File: src/mmbm_consts.svh
// Named offsets, field positions and reset values of the bus master port.
// Assumes inclusion by bare name from the design files that need it.
`ifndef MMBM_CONSTS_SVH
`define MMBM_CONSTS_SVH

`define MMBM_REG_CTRL 8'h00
`define MMBM_REG_ADDR 8'h04
`define MMBM_REG_WDATA 8'h08
`define MMBM_REG_CFG 8'h0C
`define MMBM_REG_STATUS 8'h10
`define MMBM_REG_RDATA 8'h14

`define MMBM_CTRL_WR 0
`define MMBM_CTRL_RD 1
`define MMBM_CTRL_FLUSH 2
`define MMBM_CTRL_EOPCLR 3

`define MMBM_CFG_BE_LSB 0
`define MMBM_CFG_BC_LSB 8
`define MMBM_CFG_BC_W 6
`define MMBM_CFG_MASK 32'h00003F0F
`define MMBM_CFG_RESET 32'h0000010F

`define MMBM_ST_BUSY 0
`define MMBM_ST_RDV 1
`define MMBM_ST_EOP 2
`define MMBM_ST_IRQ 3
`define MMBM_ST_RFD 4
`define MMBM_ST_DAV 5
`define MMBM_ST_PEND_LSB 8
`define MMBM_ST_IRQN_LSB 16

`define MMBM_RESP_OKAY 2'h0
`define MMBM_RESP_SLVERR 2'h2

`endif

File: src/mmbm_pkg.sv
// Types shared by the bus master port: states and configuration choices.
// Assumes nothing of its surroundings.
package mmbm_pkg;

	typedef enum logic [1:0] {
		MMBM_IDLE = 2'h0,
		MMBM_FLOW = 2'h1,
		MMBM_REQ = 2'h3
	} mmbm_state_t;

	typedef enum logic [1:0] {
		MMBM_RD_ONLY = 2'h0,
		MMBM_WR_ONLY = 2'h1,
		MMBM_RD_WR = 2'h2
	} mmbm_access_t;

	typedef enum logic [1:0] {
		MMBM_SINT = 2'h0,
		MMBM_SFRAC = 2'h1,
		MMBM_UINT = 2'h2
	} mmbm_format_t;

	typedef enum logic {
		MMBM_IRQ_PRIO = 1'h0,
		MMBM_IRQ_INDIV = 1'h1
	} mmbm_irqmode_t;

endpackage : mmbm_pkg

File: src/mmbm_axil.sv
// AXI4-Lite slave front end: turns bus handshakes into register strobes.
// Assumes one clock, an active-low asynchronous reset and a clock enable.
`timescale 1ns/1ns
`default_nettype none
`include "mmbm_consts.svh"

module mmbm_axil #(
	parameter int AW = 8
) (
	// Clock, reset and enable
	input wire logic clk,
	input wire logic rst_n,
	input wire logic ce,
	// Write channels
	input wire logic [AW-1:0] awaddr,
	input wire logic awvalid,
	output logic awready,
	input wire logic [31:0] wdata,
	input wire logic [3:0] wstrb,
	input wire logic wvalid,
	output logic wready,
	output logic [1:0] bresp,
	output logic bvalid,
	input wire logic bready,
	// Read channels
	input wire logic [AW-1:0] araddr,
	input wire logic arvalid,
	output logic arready,
	output logic [31:0] rdata,
	output logic [1:0] rresp,
	output logic rvalid,
	input wire logic rready,
	// Register side
	output logic wr_en,
	output logic [AW-1:0] wr_addr,
	output logic [31:0] wr_data,
	output logic [3:0] wr_strb,
	input wire logic wr_err,
	output logic rd_en,
	output logic [AW-1:0] rd_addr,
	input wire logic [31:0] rd_data,
	input wire logic rd_err
);

	logic aw_full_reg;
	logic w_full_reg;

	// Ready flags are registered copies of the inverted hold state, so that
	// every bus output leaves from a flip-flop.
	wire aw_full_next = (awvalid && !aw_full_reg) || (aw_full_reg && !wr_en);
	wire w_full_next = (wvalid && !w_full_reg) || (w_full_reg && !wr_en);
	wire rvalid_next = rd_en || (rvalid && !rready);
	// The register write waits until the previous response has been taken.
	assign wr_en = aw_full_reg && w_full_reg && !bvalid;
	assign rd_en = arvalid && !rvalid;
	assign rd_addr = araddr;

	always_ff @(posedge clk or negedge rst_n)
	begin
		if (!rst_n)
		begin
			aw_full_reg <= 1'b0;
			w_full_reg <= 1'b0;
			awready <= 1'b1;
			wready <= 1'b1;
			arready <= 1'b1;
		end
		else if (ce)
		begin
			aw_full_reg <= aw_full_next;
			w_full_reg <= w_full_next;
			awready <= !aw_full_next;
			wready <= !w_full_next;
			arready <= !rvalid_next;
		end
	end

	always_ff @(posedge clk or negedge rst_n)
	begin
		if (!rst_n)
		begin
			wr_addr <= '0;
			wr_data <= 32'h00000000;
			wr_strb <= 4'h0;
		end
		else if (ce)
		begin
			if (awvalid && !aw_full_reg)
				wr_addr <= awaddr;
			if (wvalid && !w_full_reg)
			begin
				wr_data <= wdata;
				wr_strb <= wstrb;
			end
		end
	end

	always_ff @(posedge clk or negedge rst_n)
	begin
		if (!rst_n)
		begin
			bvalid <= 1'b0;
			bresp <= `MMBM_RESP_OKAY;
			rvalid <= 1'b0;
			rresp <= `MMBM_RESP_OKAY;
			rdata <= 32'h00000000;
		end
		else if (ce)
		begin
			if (wr_en)
			begin
				bvalid <= 1'b1;
				bresp <= wr_err ? `MMBM_RESP_SLVERR : `MMBM_RESP_OKAY;
			end
			else if (bready)
				bvalid <= 1'b0;
			if (rd_en)
			begin
				rvalid <= 1'b1;
				rdata <= rd_data;
				rresp <= rd_err ? `MMBM_RESP_SLVERR : `MMBM_RESP_OKAY;
			end
			else if (rready)
				rvalid <= 1'b0;
		end
	end

endmodule : mmbm_axil
`default_nettype wire

File: src/mmbm_master.sv
// Memory-mapped bus master port driven from AXI4-Lite registers.
// Assumes the interconnect is synchronous to CLK; absent optional pins are
// tied off inside and their inputs ignored, except M_READYFORDATA and M_DATAAVAILABLE, which STATUS always shows.
// Operation
// - Hold request and payload while stalled
// - Address is byte address, word aligned
// - Read request exists only for read access
// - Write request exists only for write access
// - Byte lanes only if allowed, writes, wide
// - Reads assert every byte lane
// - Capture read data only when marked valid
// - Flush cancels all pending pipelined reads
// - Burst count gives transfers in burst
// - Maximum burst between 2 and 32
// - Lower interrupt number means higher priority
// - Interrupt mode prioritized or individual lines
// - Address width from 1 to 32
// - Data format signed, fractional or unsigned
// - Integer bits parameter, equal read/write widths
// - Fraction bits only for signed fractional
// - Flow control gates start of transfer
// - Pipelining only with read access
//
// The register offsets and the AXI4-Lite slave port are this design's own decisions.
`timescale 1ns/1ns
`default_nettype none
`include "mmbm_consts.svh"

module mmbm_master #(
	parameter int ADDR_W = 32,
	parameter mmbm_pkg::mmbm_access_t ACCESS = mmbm_pkg::MMBM_RD_WR,
	parameter mmbm_pkg::mmbm_format_t FMT = mmbm_pkg::MMBM_SINT,
	parameter int INT_BITS = 32,
	parameter int FRAC_BITS = 0,
	parameter bit ALLOW_BE = 1'b1,
	parameter bit FLOW = 1'b0,
	parameter bit PIPELINE = 1'b1,
	parameter bit USE_FLUSH = 1'b1,
	parameter bit BURST = 1'b1,
	parameter int MAX_BURST = 32,
	parameter bit RX_IRQ = 1'b1,
	parameter mmbm_pkg::mmbm_irqmode_t IRQ_MODE = mmbm_pkg::MMBM_IRQ_PRIO,
	parameter int IRQ_W = 8,
	parameter int IRQN_W = 6,
	parameter int AW = 8
) (
	// Clock, reset and enable
	input wire logic CLK,
	input wire logic RST_N,
	input wire logic CE,
	// AXI4-Lite register port
	input wire logic [AW-1:0] S_AXI_AWADDR,
	input wire logic S_AXI_AWVALID,
	output logic S_AXI_AWREADY,
	input wire logic [31:0] S_AXI_WDATA,
	input wire logic [3:0] S_AXI_WSTRB,
	input wire logic S_AXI_WVALID,
	output logic S_AXI_WREADY,
	output logic [1:0] S_AXI_BRESP,
	output logic S_AXI_BVALID,
	input wire logic S_AXI_BREADY,
	input wire logic [AW-1:0] S_AXI_ARADDR,
	input wire logic S_AXI_ARVALID,
	output logic S_AXI_ARREADY,
	output logic [31:0] S_AXI_RDATA,
	output logic [1:0] S_AXI_RRESP,
	output logic S_AXI_RVALID,
	input wire logic S_AXI_RREADY,
	// Master requests toward the interconnect
	output logic [ADDR_W-1:0] M_ADDRESS,
	output logic M_READ,
	output logic M_WRITE,
	output logic [INT_BITS+((FMT==mmbm_pkg::MMBM_SFRAC)?FRAC_BITS:0)-1:0] M_WRITEDATA,
	output logic [(INT_BITS+((FMT==mmbm_pkg::MMBM_SFRAC)?FRAC_BITS:0)+7)/8-1:0] M_BYTEENABLE,
	output logic [$clog2(MAX_BURST):0] M_BURSTCOUNT,
	output logic M_FLUSH,
	// Answers and status from the interconnect
	input wire logic M_WAITREQUEST,
	input wire logic [INT_BITS+((FMT==mmbm_pkg::MMBM_SFRAC)?FRAC_BITS:0)-1:0] M_READDATA,
	input wire logic M_READDATAVALID,
	input wire logic M_ENDOFPACKET,
	input wire logic M_READYFORDATA,
	input wire logic M_DATAAVAILABLE,
	input wire logic [IRQ_W-1:0] M_IRQ,
	input wire logic [IRQN_W-1:0] M_IRQNUMBER
);

	// Read and write buses share one width; fraction bits count only when
	// the format is signed fractional.
	localparam int DATA_W = INT_BITS + ((FMT == mmbm_pkg::MMBM_SFRAC) ? FRAC_BITS : 0);
	localparam int BE_W = (DATA_W + 7) / 8;
	localparam int ALIGN_B = (BE_W > 1) ? $clog2(BE_W) : 0;
	localparam int BC_W = $clog2(MAX_BURST) + 1;
	localparam int PEND_W = BC_W + 2;
	localparam bit SIGNED_D = (FMT != mmbm_pkg::MMBM_UINT);
	localparam bit CAN_RD = (ACCESS != mmbm_pkg::MMBM_WR_ONLY);
	localparam bit CAN_WR = (ACCESS != mmbm_pkg::MMBM_RD_ONLY);
	localparam bit BE_EN = ALLOW_BE && CAN_WR && (DATA_W > 8);
	localparam bit PIPE = PIPELINE && CAN_RD;
	localparam bit FLUSH_EN = PIPE && USE_FLUSH;

	function automatic logic [31:0] merge(input logic [31:0] old, input logic [31:0] nw,
		input logic [3:0] strb);
		logic [31:0] r;
		r = old;
		for (int i = 0; i < 4; i++)
			if (strb[i])
				r[i*8 +: 8] = nw[i*8 +: 8];
		return r;
	endfunction : merge

	// The sign bit is the top bit for both signed formats.
	function automatic logic [31:0] ext_data(input logic [DATA_W-1:0] d);
		logic [31:0] r;
		r = {32{SIGNED_D && d[DATA_W-1]}};
		r[DATA_W-1:0] = d;
		return r;
	endfunction : ext_data

	// Lowest set line wins, matching the numbering of the prioritized mode.
	function automatic logic [7:0] first_set(input logic [IRQ_W-1:0] v);
		logic [7:0] n;
		n = 8'h00;
		for (int i = IRQ_W - 1; i >= 0; i--)
			if (v[i])
				n = 8'(i);
		return n;
	endfunction : first_set

	function automatic logic [ADDR_W-1:0] align_addr(input logic [ADDR_W-1:0] a);
		logic [ADDR_W-1:0] r;
		r = a;
		for (int i = 0; i < ALIGN_B && i < ADDR_W; i++)
			r[i] = 1'b0;
		return r;
	endfunction : align_addr

	logic wr_en;
	logic rd_en;
	logic [AW-1:0] wr_addr;
	logic [AW-1:0] rd_addr;
	logic [31:0] wr_data;
	logic [3:0] wr_strb;
	logic [31:0] rd_data;
	logic rd_err;
	logic wr_err;

	mmbm_axil #(.AW(AW)) u_axil (
		.clk(CLK),
		.rst_n(RST_N),
		.ce(CE),
		.awaddr(S_AXI_AWADDR),
		.awvalid(S_AXI_AWVALID),
		.awready(S_AXI_AWREADY),
		.wdata(S_AXI_WDATA),
		.wstrb(S_AXI_WSTRB),
		.wvalid(S_AXI_WVALID),
		.wready(S_AXI_WREADY),
		.bresp(S_AXI_BRESP),
		.bvalid(S_AXI_BVALID),
		.bready(S_AXI_BREADY),
		.araddr(S_AXI_ARADDR),
		.arvalid(S_AXI_ARVALID),
		.arready(S_AXI_ARREADY),
		.rdata(S_AXI_RDATA),
		.rresp(S_AXI_RRESP),
		.rvalid(S_AXI_RVALID),
		.rready(S_AXI_RREADY),
		.wr_en(wr_en),
		.wr_addr(wr_addr),
		.wr_data(wr_data),
		.wr_strb(wr_strb),
		.wr_err(wr_err),
		.rd_en(rd_en),
		.rd_addr(rd_addr),
		.rd_data(rd_data),
		.rd_err(rd_err)
	);

	mmbm_pkg::mmbm_state_t state_reg;
	mmbm_pkg::mmbm_state_t state_next;
	logic [31:0] addr_reg;
	logic [31:0] wdata_reg;
	logic [31:0] cfg_reg;
	logic [31:0] rdata_reg;
	logic rdv_reg;
	logic eop_reg;
	logic irq_reg;
	logic [7:0] irqn_reg;
	logic dir_reg;
	logic dir_next;
	logic m_read_reg;
	logic m_write_reg;
	logic flush_reg;
	logic [ADDR_W-1:0] addr_out_reg;
	logic [DATA_W-1:0] wdata_out_reg;
	logic [BE_W-1:0] be_cfg_reg;
	logic [BC_W-1:0] bc_out_reg;
	logic [BC_W-1:0] beats_reg;
	logic [PEND_W-1:0] pend_reg;
	logic [PEND_W-1:0] pend_next;

	// Register decode and read mux.
	wire ctrl_wr = wr_en && (wr_addr == `MMBM_REG_CTRL) && wr_strb[0];
	wire cmd_wr = ctrl_wr && wr_data[`MMBM_CTRL_WR];
	wire cmd_rd = ctrl_wr && wr_data[`MMBM_CTRL_RD];
	wire cmd_flush = ctrl_wr && wr_data[`MMBM_CTRL_FLUSH];
	wire cmd_eopclr = ctrl_wr && wr_data[`MMBM_CTRL_EOPCLR];
	wire mapped_w = (wr_addr == `MMBM_REG_CTRL) || (wr_addr == `MMBM_REG_ADDR)
		|| (wr_addr == `MMBM_REG_WDATA) || (wr_addr == `MMBM_REG_CFG)
		|| (wr_addr == `MMBM_REG_STATUS) || (wr_addr == `MMBM_REG_RDATA);
	wire mapped_r = (rd_addr == `MMBM_REG_CTRL) || (rd_addr == `MMBM_REG_ADDR)
		|| (rd_addr == `MMBM_REG_WDATA) || (rd_addr == `MMBM_REG_CFG)
		|| (rd_addr == `MMBM_REG_STATUS) || (rd_addr == `MMBM_REG_RDATA);
	wire busy = (state_reg != mmbm_pkg::MMBM_IDLE) || (pend_reg != '0);
	wire [7:0] pend8 = 8'(pend_reg);
	wire [31:0] status_w = {8'h00, irqn_reg, pend8, 2'h0,
		M_DATAAVAILABLE, M_READYFORDATA, irq_reg, eop_reg, rdv_reg, busy};
	assign wr_err = !mapped_w;
	assign rd_err = !mapped_r;
	assign rd_data = (rd_addr == `MMBM_REG_ADDR) ? addr_reg
		: (rd_addr == `MMBM_REG_WDATA) ? wdata_reg
		: (rd_addr == `MMBM_REG_CFG) ? cfg_reg
		: (rd_addr == `MMBM_REG_STATUS) ? status_w
		: (rd_addr == `MMBM_REG_RDATA) ? rdata_reg
		: 32'h00000000;

	// Transfer sequencing. A flush takes the idle slot, so it never meets a
	// request that is still held on the bus.
	wire is_idle = (state_reg == mmbm_pkg::MMBM_IDLE);
	wire do_flush = FLUSH_EN && cmd_flush && is_idle;
	wire start_wr = CAN_WR && cmd_wr && is_idle && !do_flush;
	wire start_rd = CAN_RD && cmd_rd && is_idle && !do_flush && !start_wr
		&& !pend_reg[PEND_W-1];
	wire flow_ok = !FLOW || (dir_next ? M_READYFORDATA : M_DATAAVAILABLE);
	wire accept = (m_read_reg || m_write_reg) && !M_WAITREQUEST;
	wire last_beat = accept && (m_read_reg || (beats_reg == BC_W'(1)));
	wire rd_acc = accept && m_read_reg;
	wire rdv_take = PIPE ? (M_READDATAVALID && (pend_reg != '0)) : rd_acc;
	wire [5:0] bc_field = cfg_reg[`MMBM_CFG_BC_LSB +: `MMBM_CFG_BC_W];
	wire [BC_W-1:0] bc_cfg = !BURST || (bc_field == 6'h00) ? BC_W'(1)
		: (bc_field > 6'(MAX_BURST)) ? BC_W'(MAX_BURST) : bc_field[BC_W-1:0];
	// Non-pipelined reads move one word per request.
	wire [BC_W-1:0] bc_rd = PIPE ? bc_cfg : BC_W'(1);
	wire [7:0] irq_num = (IRQ_MODE == mmbm_pkg::MMBM_IRQ_PRIO) ? 8'(M_IRQNUMBER)
		: first_set(M_IRQ);
	wire irq_any = RX_IRQ && ((IRQ_MODE == mmbm_pkg::MMBM_IRQ_PRIO) ? M_IRQ[0]
		: |M_IRQ);

	assign dir_next = start_wr ? 1'b1 : (start_rd ? 1'b0 : dir_reg);
	assign pend_next = do_flush ? '0 : pend_reg
		+ ((rd_acc && PIPE) ? PEND_W'(bc_out_reg) : '0)
		- {{(PEND_W-1){1'b0}}, (rdv_take && PIPE)};
	assign state_next = (start_wr || start_rd) ? (flow_ok ? mmbm_pkg::MMBM_REQ
		: mmbm_pkg::MMBM_FLOW)
		: (state_reg == mmbm_pkg::MMBM_FLOW) ? (flow_ok ? mmbm_pkg::MMBM_REQ
		: mmbm_pkg::MMBM_FLOW)
		: (state_reg == mmbm_pkg::MMBM_REQ) ? (last_beat ? mmbm_pkg::MMBM_IDLE
		: mmbm_pkg::MMBM_REQ)
		: mmbm_pkg::MMBM_IDLE;

	always_ff @(posedge CLK or negedge RST_N)
	begin
		if (!RST_N)
		begin
			addr_reg <= 32'h00000000;
			wdata_reg <= 32'h00000000;
			cfg_reg <= `MMBM_CFG_RESET;
		end
		else if (CE && wr_en)
		begin
			case (wr_addr)
				`MMBM_REG_ADDR: addr_reg <= merge(addr_reg, wr_data, wr_strb);
				`MMBM_REG_WDATA: wdata_reg <= merge(wdata_reg, wr_data, wr_strb);
				`MMBM_REG_CFG: cfg_reg <= merge(cfg_reg, wr_data, wr_strb) & `MMBM_CFG_MASK;
				default: addr_reg <= addr_reg;
			endcase
		end
	end

	// Valid and end-of-packet flags are sticky, a new event in the clearing cycle winning over the clear; the interrupt flag follows its input.
	always_ff @(posedge CLK or negedge RST_N)
	begin
		if (!RST_N)
		begin
			rdata_reg <= 32'h00000000;
			rdv_reg <= 1'b0;
			eop_reg <= 1'b0;
			irq_reg <= 1'b0;
			irqn_reg <= 8'h00;
		end
		else if (CE)
		begin
			if (rdv_take)
				rdata_reg <= ext_data(M_READDATA);
			rdv_reg <= rdv_take || (rdv_reg && !(rd_en && rd_addr == `MMBM_REG_RDATA));
			eop_reg <= (FLOW && M_ENDOFPACKET) || (eop_reg && !cmd_eopclr);
			irq_reg <= irq_any;
			irqn_reg <= irq_any ? irq_num : 8'h00;
		end
	end

	// Payload is snapshot at start so software edits cannot move it mid-stall.
	always_ff @(posedge CLK or negedge RST_N)
	begin
		if (!RST_N)
		begin
			addr_out_reg <= '0;
			wdata_out_reg <= '0;
			be_cfg_reg <= '1;
			bc_out_reg <= BC_W'(1);
		end
		else if (CE && (start_wr || start_rd))
		begin
			addr_out_reg <= align_addr(addr_reg[ADDR_W-1:0]);
			wdata_out_reg <= wdata_reg[DATA_W-1:0];
			// Reads always present every byte lane, whatever the lane setting.
			be_cfg_reg <= (BE_EN && start_wr) ? cfg_reg[`MMBM_CFG_BE_LSB +: BE_W] : '1;
			bc_out_reg <= start_wr ? bc_cfg : bc_rd;
		end
	end

	always_ff @(posedge CLK or negedge RST_N)
	begin
		if (!RST_N)
		begin
			state_reg <= mmbm_pkg::MMBM_IDLE;
			dir_reg <= 1'b0;
			m_read_reg <= 1'b0;
			m_write_reg <= 1'b0;
			flush_reg <= 1'b0;
			beats_reg <= BC_W'(1);
			pend_reg <= '0;
		end
		else if (CE)
		begin
			state_reg <= state_next;
			dir_reg <= dir_next;
			m_write_reg <= (state_next == mmbm_pkg::MMBM_REQ) && dir_next;
			m_read_reg <= (state_next == mmbm_pkg::MMBM_REQ) && !dir_next;
			flush_reg <= do_flush;
			beats_reg <= start_wr ? bc_cfg
				: (accept && m_write_reg) ? beats_reg - BC_W'(1) : beats_reg;
			pend_reg <= pend_next;
		end
	end

	assign M_ADDRESS = addr_out_reg;
	assign M_READ = m_read_reg;
	assign M_WRITE = m_write_reg;
	assign M_WRITEDATA = wdata_out_reg;
	assign M_BYTEENABLE = be_cfg_reg;
	assign M_BURSTCOUNT = bc_out_reg;
	assign M_FLUSH = flush_reg;
endmodule : mmbm_master
`default_nettype wire

File: config.mk
export PLATFORM = sky130hd
export DESIGN_NAME = mmbm_master
export DESIGN_NICKNAME = d
export VERILOG_FILES = /design/src/mmbm_pkg.sv /design/src/mmbm_axil.sv /design/src/mmbm_master.sv
export VERILOG_INCLUDE_DIRS = /design/src
export SDC_FILE = /design/constraint.sdc
export NUM_CORES = 1
export LEC_CHECK = 0
export ABC_AREA = 1
export BUFFER_PORTS_ARGS = -buffer_cell sky130_fd_sc_hd__buf_4
export CORE_ASPECT_RATIO = 0.6
export CORE_UTILIZATION = 51
export DETAILED_ROUTE_END_ITERATION = 10
export PLACE_DENSITY = 0.85
export SLEW_MARGIN = 20
export SYNTH_ARGS = -nofsm -noshare
export SYNTH_HDL_FRONTEND = slang
export SYNTH_SLANG_ARGS = --single-unit
File: constraint.sdc
create_clock -name CLK -period 2.52 [get_ports CLK]
set_clock_uncertainty 0.15 [all_clocks]
set_input_delay 0.63 -clock CLK [delete_from_list [all_inputs] [get_ports CLK]]
set_output_delay 0.63 -clock CLK [all_outputs]
set_load 0.01 [all_outputs]
## Word-level counts from Yosys, hierarchy flattened

Index checks and enable logic that the tools add are counted.
W data, S select, Z words.

| word-level totals | value |
|---|---|
| input port bits | 111 |
| register bits after elaboration | 296 |
| output and inout bits | 118 |
| logic and storage cells | 176 |

| cells by class | value |
|---|---|
| $lt $le $gt $ge | 1 |
| muxes and demuxes | 25 |
| $add $sub $neg | 3 |
| reduce and logical (&&, ||, !) cells | 94 |
| equal/unequal tests | 14 |

Operators by type and width:

| cell | count |
|---|---|
| $mux W32 | 5 |
| $mux W6 | 6 |
| $logic_and A1 B1 Y1 | 33 |
| $eq A8 B4 Y1 const B | 4 |
| $eq A8 B5 Y1 const B | 4 |
| $reduce_and A3 Y1 | 10 |
| $logic_or A1 B1 Y1 | 18 |
| $eq A8 B3 Y1 const B | 2 |
| $logic_not A1 Y1 | 16 |
| $logic_not A8 Y1 | 2 |
| $reduce_and A2 Y1 | 8 |
| $mux W2 | 6 |
| $add A8 B6 Y8 | 1 |
| $mux W8 | 1 |
| $reduce_bool A2 Y1 | 4 |
| $reduce_bool A8 Y1 | 1 |
| $sub A8 B1 Y8 | 1 |
| $eq A6 B1 Y1 const B | 1 |
| $gt A6 B6 Y1 const B | 1 |
| $logic_not A6 Y1 | 1 |
| $mux W1 | 6 |
| $sub A6 B1 Y6 const B | 1 |
| $eq A2 B2 Y1 const B | 2 |
| $mux W4 | 1 |
| other kinds (2) | 2 |

## Logic depth before layout (Yosys ltp)

Gate-level depths: netlist of the first run.

| logic depth | value |
|---|---|
| word-level depth | 15 |
| depth in mapped cells | 15 |
| mapped depth without buffers | 15 |

## Modules after synthesis

A second synthesis of the first run with hierarchy kept.

| second synthesis, totals | value |
|---|---|
| cell total of the unflattened synthesis | 1603 |
| area total of the unflattened synthesis | 13439.1 µm² |

Modules (own cells, without submodules):

| module | seq. area each (µm²) | cells each | instances | area an instance (µm²) |
|---|---|---|---|---|
| mmbm_master | 5168.7 | 1219 | 1 | 9763.1 |
| mmbm_axil | 2130.8 | 384 | 1 | 3676.0 |

## Worst setup path before layout of the first run

No wires, ideal clock.

| timing path | value |
|---|---|
| path kind | in2reg |
| from | input M_WAITREQUEST |
| to | register pend_reg[4], in the netlist pend8[4] |
| cell stages on the path | 10 |
| setup time | 132 ps |
| buffers on the path | 0 |
| data arrival time | 2264 ps |
| required time | 2238 ps |
| slack | -27 ps |
| path through | nor2_1 > nand2_1 > nand3_1 > nand2_1 > ha_1 > fa_1 > nand3_1 > nand3_1 > xnor2_1 > o22ai_1 |

| on the way | value |
|---|---|
| longest elaborated chain between the ends | 7 |

RTL lines:

| element | line | text |
|---|---|---|
| start: declaration | mmbm_master.sv:78 | `input wire logic M_WAITREQUEST,` |
| $logic_not A1 Y1 | mmbm_master.sv:236 | `wire accept = (m_read_reg \|\| m_write_reg) && !M_WAITREQUEST;` |
| $logic_and A1 B1 Y1 | mmbm_master.sv:236 |  |
| $logic_and A1 B1 Y1 | mmbm_master.sv:238 | `wire rd_acc = accept && m_read_reg;` |
| $mux W6 | mmbm_master.sv:252 | `+ ((rd_acc && PIPE) ? PEND_W'(bc_out_reg) : '0)` |
| $add A8 B6 Y8 | mmbm_master.sv:252 |  |
| $sub A8 B1 Y8 | mmbm_master.sv:253 | `- {{(PEND_W-1){1'b0}}, (rdv_take && PIPE)};` |
| $mux W8 | mmbm_master.sv:251 | `assign pend_next = do_flush ? '0 : pend_reg` |
| end signal: assignment | mmbm_master.sv:344 | `pend_reg <= pend_next;` |
| end: declaration | mmbm_master.sv:200 | `logic [PEND_W-1:0] pend_reg;` |

No other way between the ends.
A chain may end at the register's enable or synchronous reset.

## Final worst setup path of the first run

| timing path | value |
|---|---|
| from | register pend_reg[6], in the netlist pend8[6] |
| to | register pend_reg[6], in the netlist pend8[6] |

| on the way | value |
|---|---|
| longest elaborated chain between the ends | 4 |
| elaborated cells on any way between the ends | 5 |
| those cells by class | 2 x add/sub; 1 x mux; 2 x reduce/logical |

RTL lines:

| element | line |
|---|---|
| parallel branches: the longest is 2 deep, another holds $add A8 B6 Y8 | - |
| $sub A8 B1 Y8 * | mmbm_master.sv:253 |
| $mux W8 * | mmbm_master.sv:251 |

Mark *: on every way between the ends.

==> results of run 1 <==
==> cell families (layout without fill, tap and decap cells) <==
kind of cell / count (synthesis) / in the layout / share of synthesized area [%]
other: 1 / 4 / 0.0289
and+or+nand+nor: 859 / 859 / 27.8
muxes: 7 / 7 / 0.607
AOI/OAI and AO/OA: 168 / 168 / 6.81
adders and majority gates: 16 / 16 / 1.60
xor gates and xnor gates: 5 / 5 / 0.337
DFF: 291 / 291 / 56.2
buffers and inverters: 205 / 472 / 6.59
==> how the worst max path moves through the flow <==
| stage | start | end | slack, ns | depth (start not counted) |
|---|---|---|---|---|
| floorplan | M_WAITREQUEST | pend8[4] | 0.08 | 10 |
| global placement | M_WAITREQUEST | pend8[6] | -0.12 | 12 |
| detailed placement | M_WAITREQUEST | pend8[6] | -0.13 | 12 |
| CTS | pend8[6] | pend8[6] | 0.01 | 14 |
| global route | pend8[6] | pend8[6] | -0.01 | 13 |
| finish | pend8[6] | pend8[6] | 0.1 | 13 |
==> final cells by class <==
type | instances | area, sq um | area share [%]
sequential | 291 | 7300 | 44.7
clock inverter | 10 | 139 | 0.851
timing repair buffer | 290 | 2290 | 14.0
inverter | 133 | 499 | 3.06
clock buffer | 39 | 781 | 4.78
tap | 322 | 403 | 2.47
multi-input combinational | 1059 | 4920 | 30.1
==> cells in the mapped netlist (all sizes together) <==
cell type / n
nand4: 26
xnor2: 4
or2: 3
a31oi: 2
clkbuf: 39
buf: 33
o21a: 1
clkinv: 1
nand3: 138
dfstp: 14
inv: 132
mux2: 7
o22a: 2
a21oi: 46
nor2: 100
nor4: 4
dfrtp: 277
conb: 1
o211ai: 11
ha: 15
o21ai: 103
fa: 1
o22ai: 3
nand2: 574
xor2: 1
nor3: 7
nor3b: 1
nand3b: 6
==> through the flow <==
stage / hold WS, ns / worst slack, ns / util [%] / setup TNS [ns]
4_1_cts: 0.115 / 0.0114 / 66.2 / 0
2_1_floorplan: 0.184 / 0.0777 / - / 0
5_1_grt: 0.137 / -0.0127 / 66.5 / -0.0152
6_report: 0.124 / 0.0963 / 66.5 / 0
3_3_place_gp: 0.305 / -0.118 / 62.3 / -0.298
3_5_place_dp: 0.310 / -0.134 / 62.3 / -0.357
==> repair_timing <==
item,4_1_cts,5_1_grt
pin swaps,4,5
hold buffers,1,0
endpoints found under the hold margin,54,0
setup endpoints to repair,2,4
resized for setup,3,11
setup buffers,2,3
==> routing by layer <==
layer  routed length (microns)  track usage (%)
met4                      1060             8.58
met1                     16900             43.8
met3                      4410             8.84
met2                     17100             45.6
met5                         0                0
==> power by group <==
part           internal (mW)  switching [mW]  total [mW]
clock                   2.46            1.81        4.27
combinational           1.25            1.78        3.03
sequential              5.34           0.424        5.76
total                   9.05            4.01        13.1
==> worst min-delay path, cell delays in order <==
cell     delay [ns]
buf_4          0.07
nand2_1        0.04
o21ai_0        0.05
==> cell usage in the layout (no fill, tap or decap), drive strengths merged, types with 4 or more instances in the layout <==
master	synthesis	layout
nand2	574	574
buf	33	289
dfrtp	277	277
nand3	138	138
inv	132	133
o21ai	103	103
nor2	100	100
a21oi	46	46
clkbuf	39	39
nand4	26	26
ha	15	15
dfstp	14	14
o211ai	11	11
mux2	7	7
nor3	7	7
nand3b	6	6
clkinv	1	6
xnor2	4	4
conb	1	4
nor4	4	4
==> results.md, run 1 <==
- Status: finished clean
- Horiz. Die Dim: 208 microns
- Total grt overflow: 0
- Unique masters post-synth: 41
- Crit end category: register
- DR vias: 11700
- MaxCap Viol Count: 0
- Critical path fanouts, max: 3
- Hold/Removal Path Class: primary input to register
- Root buf cell: clkbuf_16
- IO Pins: 229
- Post-Syn Area: 0.0130 sq mm
- Cells after Synth: approximately 1600
- Synth area leader: dfrtp_1
- Slew margin rel.: 58.3%
- CP required: 2.80 ns
- Fillcell total: 1968
- Final Hold Fails: 0
- Final Cycle Share: ~96%
- Nets: 1929
- Worst hold endpoint: rdata_reg[24]
- CP peak stage delay: between 0.3 and 0.4 ns
- Largest net degree at the start of global routing: just over 60
- Starting density of the core: between 50% and 60%
- Routability cong.: 0.898
- Layout cells sized above 1: 21.4%
- Pwr/cell area: 800 mW/mm^2
- Actual slew at the worst max-slew pin: 0.625 ns
- Setup Crit Path Kind: register to register
- Hold Path Stages: 3
- Cells on worst reg2reg path: 13
- Slew Limit Fails: 0
- Worst path most repeated cell: nand4_1
- Total of warnings raised by yosys: 0
- # port buffers: around 220
- Clock slew at the register clock pins of the worst setup and hold paths: approximately 0.06 ns
- Slowest CP cell: dfrtp_1
- DRT iter0 DRCs: 1256
- Core footprint: about 0.025 sq mm
- Vert. Die Dim: 126 microns
- Top-area cell type share of the netlist area: a little over half
- Worst R2R Start: pend8[6]
- R2r endpoint: pend8[6]
- Antenna violations before repair: 0
- First-pass GRT wire length: 62200 microns
- Total track usage: between 30% and 40%
- Critical Path AT: 2.70 ns
- Critical path's top delay family: simple AND/OR/NAND/NOR gates
- Seq/Total Area, Yosys: 56.2%
- Diode count: 0
- H-tree depth: 1
- Layout area overhead: 25.7%
- Final setup fails: 0
- CP Cell Sequence: inv_2 > ha_4 > nor3b_2 > buf_4 > nand3_4 > nand3_2 > nand2_1 > ha_2 > fa_2 > nand4_1 > nand4_1 > nand3_1 > o21ai_1
- DRT antenna net count: 0
- DIE AREA: between 0.02 and 0.03 sq mm
- Wirelength per Cell: between 15 and 20 microns
- Number of CTS-inserted buffers: 27
- Post-Route WL: ~39000 microns
- Number of cell rows: 44
- Synth Area per Inst: 8.36 sq um
- Worst path bufs/invs: 2
- DR pass1 iterations: 8
- Area post-placement: 0.0153 sq mm
- Worst reg2reg setup slack: 0.1 ns
- Leakage: 8.60 nW
- Min Tclk post-route: 2.42 ns
- Clock Latency Late Sink: 0.56 ns
- Crit start category: register
- Hold wc startpoint: M_READDATA[24]
- DRC: 0
- Clk sinks: 291
- Total power of the final layout: 13.1 mW
- DP Wirelength: 28300 microns
- Placed Instances: about 2100
- Number of global-route vias before repair: 11400
- Vias per cell: 5.48
- Non-filler cells, final: 2144
- Design Area, Final: 0.0163 sq mm
- Max VDD drop: 0.615 mV
- Fmax: 413 MHz
- Yosys reg bits: 291
- CTS tree: done
- Area contributors post-synth: dfrtp_1, nand2_1, nand3_1
- CTS max path bufs: 3
Power figures use the tool's default switching activity.
==> run 2: changes to the inputs <==
==> constraint.sdc (replaced) <==
create_clock -name CLK -period 2.52 [get_ports CLK]
set_clock_uncertainty 0.15 [all_clocks]
set_input_delay 0.504 -clock CLK [delete_from_list [all_inputs] [get_ports CLK]]
set_output_delay 0.504 -clock CLK [all_outputs]
set_load 0.01 [all_outputs]
==> run 2 against run 1 <==
- die area stayed put
- utilization is 0.62 points lower
- worst setup slack better by 0.015 ns
- register-to-register slack better by 0.02 ns
- largest cell class unchanged
==> results.md, run 2 (synthesis gave the netlist of run 1 again) <==
- Commonest non-fill, non-tap cell in the layout: nand2_1
- Root buf cell: clkbuf_16
- Crit end category: register
- IO Pins: 229
- Critical Path AT: around 2.7 ns
- Total track usage: 30.2%
- Pwr/cell area: 787 mW/mm^2
- Starting density of the core: 52.9%
- Max VDD drop: 0.510 mV
- DRC: 0
- Final Hold Fails: 0
- Number of cell rows: 44
- Slew Limit Fails: 0
- Setup Crit Path Kind: register to register
- Clock Latency Late Sink: 0.54 ns
- Number of global-route vias before repair: 11300
- Final setup fails: 0
- First-pass GRT wire length: between 60000 and 70000 microns
- Wirelength per Cell: 18.3 microns
- DRT iter0 DRCs: 1078
- Post-Route WL: ~40000 microns
- Vert. Die Dim: 126 microns
- Status: finished clean
- Fmax: 415 MHz
- Nets: 1913
- Total power of the final layout: between 10 and 15 mW
- Layout cells sized above 1: 20.5%
- DIE AREA: 0.0261 sq mm
- WHS: a little under 0.02 ns
- Total grt overflow: 0
- DR pass1 iterations: 5
- MaxCap Viol Count: 0
- Antenna violations before repair: 0
- Hold/Removal Path Class: primary input to register
- Actual slew at the worst max-slew pin: just over 0.6 ns
- Clock slew at the register clock pins of the worst setup and hold paths: approximately 0.07 ns
- Final core utilization: 65.9%
- Critical path fanouts, max: 3
- DRT antenna net count: 0
- CP required: approximately 2.8 ns
- Diode count: 0
- Leakage: 8.52 nW
- Slew margin rel.: roughly three fifths
- H-tree depth: 1
- Number of CTS-inserted buffers: 27
- Vias per cell: 5.52
- Crit start category: register
- Horiz. Die Dim: 208 microns
- DR vias: 11800
- # port buffers: 216
- Layout area overhead: 24.6%
- DP Wirelength: 28200 microns
- Largest net degree at the start of global routing: 63
- Min Tclk post-route: ~2.4 ns
- Setup TNS: 0 ns
- Most frequent cells in the layout: nand2_1, dfrtp_1, buf_4
- CTS max path bufs: 3
- Fillcell total: 2018
- Clk sinks: between 200 and 300
- Final Cycle Share: 95.6%
- CTS tree: done
- Core footprint: between 0.02 and 0.025 sq mm
- Routability cong.: 0.921
-- run 2: cell count changes in the layout (fill, tap and decap cells not counted), moves of 2 or more --
cell      before  now
clkbuf_1       6    8
nand3_2        7    9
clkinv_2       3    6
clkbuf_8       6    2
clkinv_4       2    0
buf_4        280  264
-- run 2: final cells by class --
type	count	area, sq um	share of cell area [%]
Inverter	133	499	3.09
Clock buffer	37	733	4.53
Timing Repair Buffer	274	2170	13.4
Clock inverter	12	148	0.913
Multi-Input combinational cell	1059	4920	30.4
Tap cell	322	403	2.49
Sequential cell	291	7300	45.1
-- run 2: power breakdown --
part	internal [mW]	total (mW)	leakage, nW	switching (mW)
Sequential	5.34	5.75	3.76	0.416
Clock	2.36	4.12	0.433	1.76
Combinational	1.15	2.86	4.33	1.71
-- run 2: final timing paths --
| check | from | endpoint | slack (ns) | cells after the start |
|---|---|---|---|---|
| min in group asynchronous | RST_N | M_ADDRESS[11] | 0.35 | 2 |
| max in group asynchronous | RST_N | u_axil.wready | 1.08 | 3 |
| min reg2reg | rdata_reg[9] | rdata_reg[9] | 0.32 | 2 |
| max | pend8[6] | pend8[4] | 0.11 | 12 |
| max reg2reg | pend8[6] | pend8[4] | 0.11 | 12 |
| min | M_READDATA[24] | rdata_reg[24] | 0.02 | 3 |
-- run 2: what timing repair did --
item	CTS	global route
hold buffers	1	0
setup buffers	0	1
pin swaps	0	7
endpoints found under the hold margin	53	0
setup endpoints to repair	3	5
gates resized for setup	2	12
-- run 2: critical path, cell delays in order, from the launching register on --
cell and delay, ns:
dfrtp_1 0.39, inv_2 0.07, ha_2 0.17, nor3b_4 0.22, nand3_2 0.13, nand3_2 0.10, nand2_2 0.07, ha_4 0.17
fa_2 0.42, nand3_2 0.08, nand3_2 0.06, xnor2_1 0.16, o22ai_1 0.08
-- run 2: routing by layer --
metal,GRT usage (%),vias up,share of wire [%]
met1,43.6,5681,43
met4,7.76,0,2.2
li1,-,5412,-
met5,0,-,0
met2,45.5,599,44
met3,8.01,65,11
-- run 2: per-stage QoR --
stage | std cells | area (sq um) | setup slack [ns]
finish | 2128 | 16200 | 0.111
global placement | 2077 | 15200 | -0.112
CTS | 2127 | 16100 | 0.0528
detailed placement | 2077 | 15200 | -0.136
floorplan | 1555 | 13000 | 0.0902
global route | 2128 | 16200 | -0.00965
==> run 3: changes to the inputs <==
CORE_ASPECT_RATIO = 2   (was 0.6)
CORE_UTILIZATION = 56   (was 51)
HOLD_SLACK_MARGIN = 0.05   (was unset)
PLACE_DENSITY = 0.88   (was 0.85)
clock period = 2.4 ns   (was 2.52 ns; I/O delays follow)
==> run 3 against run 2 <==
- the run now ends with negative setup slack left
- register-to-register slack worse by 0.11 ns
- utilization is 8.7 points higher
- via count is 8.4% higher
- die area is 8.8% lower
- cell count is 1.6% higher
- clock power is 3% higher
- maximum frequency is 0.35% higher
- sequential power is 6.3% higher
- sequential cell count stayed put
- total power is 9.2% higher
- largest power group unchanged
==> results.md, run 3 (synthesis gave the netlist of run 1 again) <==
- Setup Crit Path Kind: register to register
- Leakage: 8.84 nW
- Fmax: 417 MHz
- Final WS setup: -0.000118 ns
- Total grt overflow: 0
- RSZ-0062 raised after global routing: true
- Starting density of the core: a little under three fifths
- CTS tree: done
- WHS: 0.0480 ns
- Footprint of the multi-input gates: 0.00504 sq mm
- Largest net degree at the start of global routing: 59
- Max VDD drop: approximately 0.74 mV
- Routability cong.: roughly 0.9
- DRC: 0
- CTS max path bufs: 3
- Slew Limit Fails: 0
- Fillcell total: 1491
- Number of global-route vias before repair: 13100
- Placed Instances: 2043
- Commonest non-fill, non-tap cell in the layout: nand2_1
- Core footprint: between 0.02 and 0.025 sq mm
- # port buffers: 216
- Failing checks: negative setup slack
- Critical Path AT: 2.68 ns
- Clk sinks: 291
- Number of cell rows: 78
- Wirelength per Cell: between 20 and 25 microns
- MaxCap Viol Count: 0
- Post-Route WL: 43500 microns
- Final setup fails: 1
- FF+latch area: 0.00730 sq mm
- Layout area overhead: 30.6%
- Vert. Die Dim: 217 microns
- DR pass1 iterations: 6
- DP Wirelength: approximately 28000 microns
- Number of CTS-inserted buffers: 25
- Slew margin rel.: 57.0%
- Total track usage: a little under two fifths
- Critical path startpoint: pend8[6]
- Worst R2R Start: pend8[6]
- Root buf cell: clkbuf_16
- Crit end category: register
- Hold wc startpoint: S_AXI_WDATA[18]
- Worst reg2reg setup slack: -0.0001 ns
- DRT iter0 DRCs: 1294
- Actual slew at the worst max-slew pin: 0.644 ns
- Final Hold Fails: 0
- Min Tclk post-route: 2.40 ns
- Critical path fanouts, max: 3
- Antenna violations before repair: 0
- CP required: ~2.7 ns
- DRT antenna net count: 0
- Pwr/cell area: around 820 mW/mm^2
- DIE AREA: 0.0238 sq mm
- Layout cells sized above 1: 21.2%
- Horiz. Die Dim: around 110 microns
- Hold/Removal Path Class: primary input to register
- Status: complete, but fails checks
- Final core utilization: 74.5%
- Clock Latency Late Sink: 0.55 ns
- Most frequent cells in the layout: nand2_1, dfrtp_1, buf_4
- IO Pins: 229
- DR vias: 12700
- First-pass GRT wire length: 66900 microns
- Final Cycle Share: 100%
- Vias per cell: 5.89
- Non-filler cells, final: 2163
- Crit start category: register
- H-tree depth: 1
- Clock slew at the register clock pins of the worst setup and hold paths: 0.07 ns
- Nets: around 2000
## run 3: cell count changes in the layout (fill, tap and decap cells not counted), moves of 3 or more
cell	delta
dlygate4sd3_1	+66
buf_4	+11
clkbuf_1	-5
clkinv_2	-4
clkinvlp_4	+4
ha_4	+4
nand3_1	-4
clkbuf_8	+3
ha_1	-3
## run 3: layer usage
metal,wire [microns],part of all wire (%),track usage [%],up-vias
met2,21900,50,62.4,905
met5,0,0,0,-
met1,14100,33,41.2,5994
met4,3840,8.8,28.9,0
li1,-,-,-,5548
met3,3640,8.4,6.41,302
## run 3: power breakdown
part	leakage, nW	internal, mW	switching [mW]	total [mW]
Sequential	3.76	5.60	0.511	6.11
Clock	0.402	2.31	1.94	4.25
Combinational	4.68	1.47	2.07	3.55
Total	8.84	9.39	4.52	13.9
## run 3: cell type report
type | instances | area share, %
clock buffer | 33 | 4.16
multi-input combinational | 1060 | 29.7
inverter | 133 | 2.95
sequential | 291 | 43.1
antenna | 1 | 0.0148
timing repair buffer | 352 | 17.2
tap | 280 | 2.07
clock inverter | 13 | 0.842
## run 3: stage by stage
stage	cell area [sq um]	setup WS (ns)	setup TNS, ns	power (mW)
final	17000	-0.000118	-0.000118	13.9
after global routing	16900	-0.0838	-1.27	14.4
after CTS	16800	-0.0158	-0.0205	13.4
after detailed placement	15200	-0.241	-0.842	9.06
after global placement	15200	-0.167	-0.497	8.90
after floorplan	13000	0.00364	0	7.76
## run 3: repair_timing
action,4_1_cts,5_1_grt
setup buffers,1,4
pin swaps,12,13
endpoints found under the setup margin,27,52
cloned,0,1
hold buffers,67,0
endpoints found under the hold margin,107,0
resized for setup,12,22
## run 3: path summary, 6_finish.rpt
check | end | depth (start not counted)
worst min-delay path | u_axil.wr_data[18] | 3
worst max register to register | pend8[6] | 13
max in group asynchronous | cfg_reg[8] | 3
worst min register to register | M_ADDRESS[7] | 2
worst max-delay path | pend8[6] | 13
min in group asynchronous | M_READ | 2
## run 3: worst max-delay path, cell delays in order (launching register included)
cell	delay, ns
dfrtp_1	0.41
inv_2	0.09
ha_4	0.13
nor3b_4	0.18
buf_6	0.13
nand3_4	0.08
nand3_4	0.10
nand2_4	0.06
ha_4	0.16
fa_2	0.40
nand4_1	0.14
nand4_1	0.10
nand3_1	0.08
o21ai_1	0.07
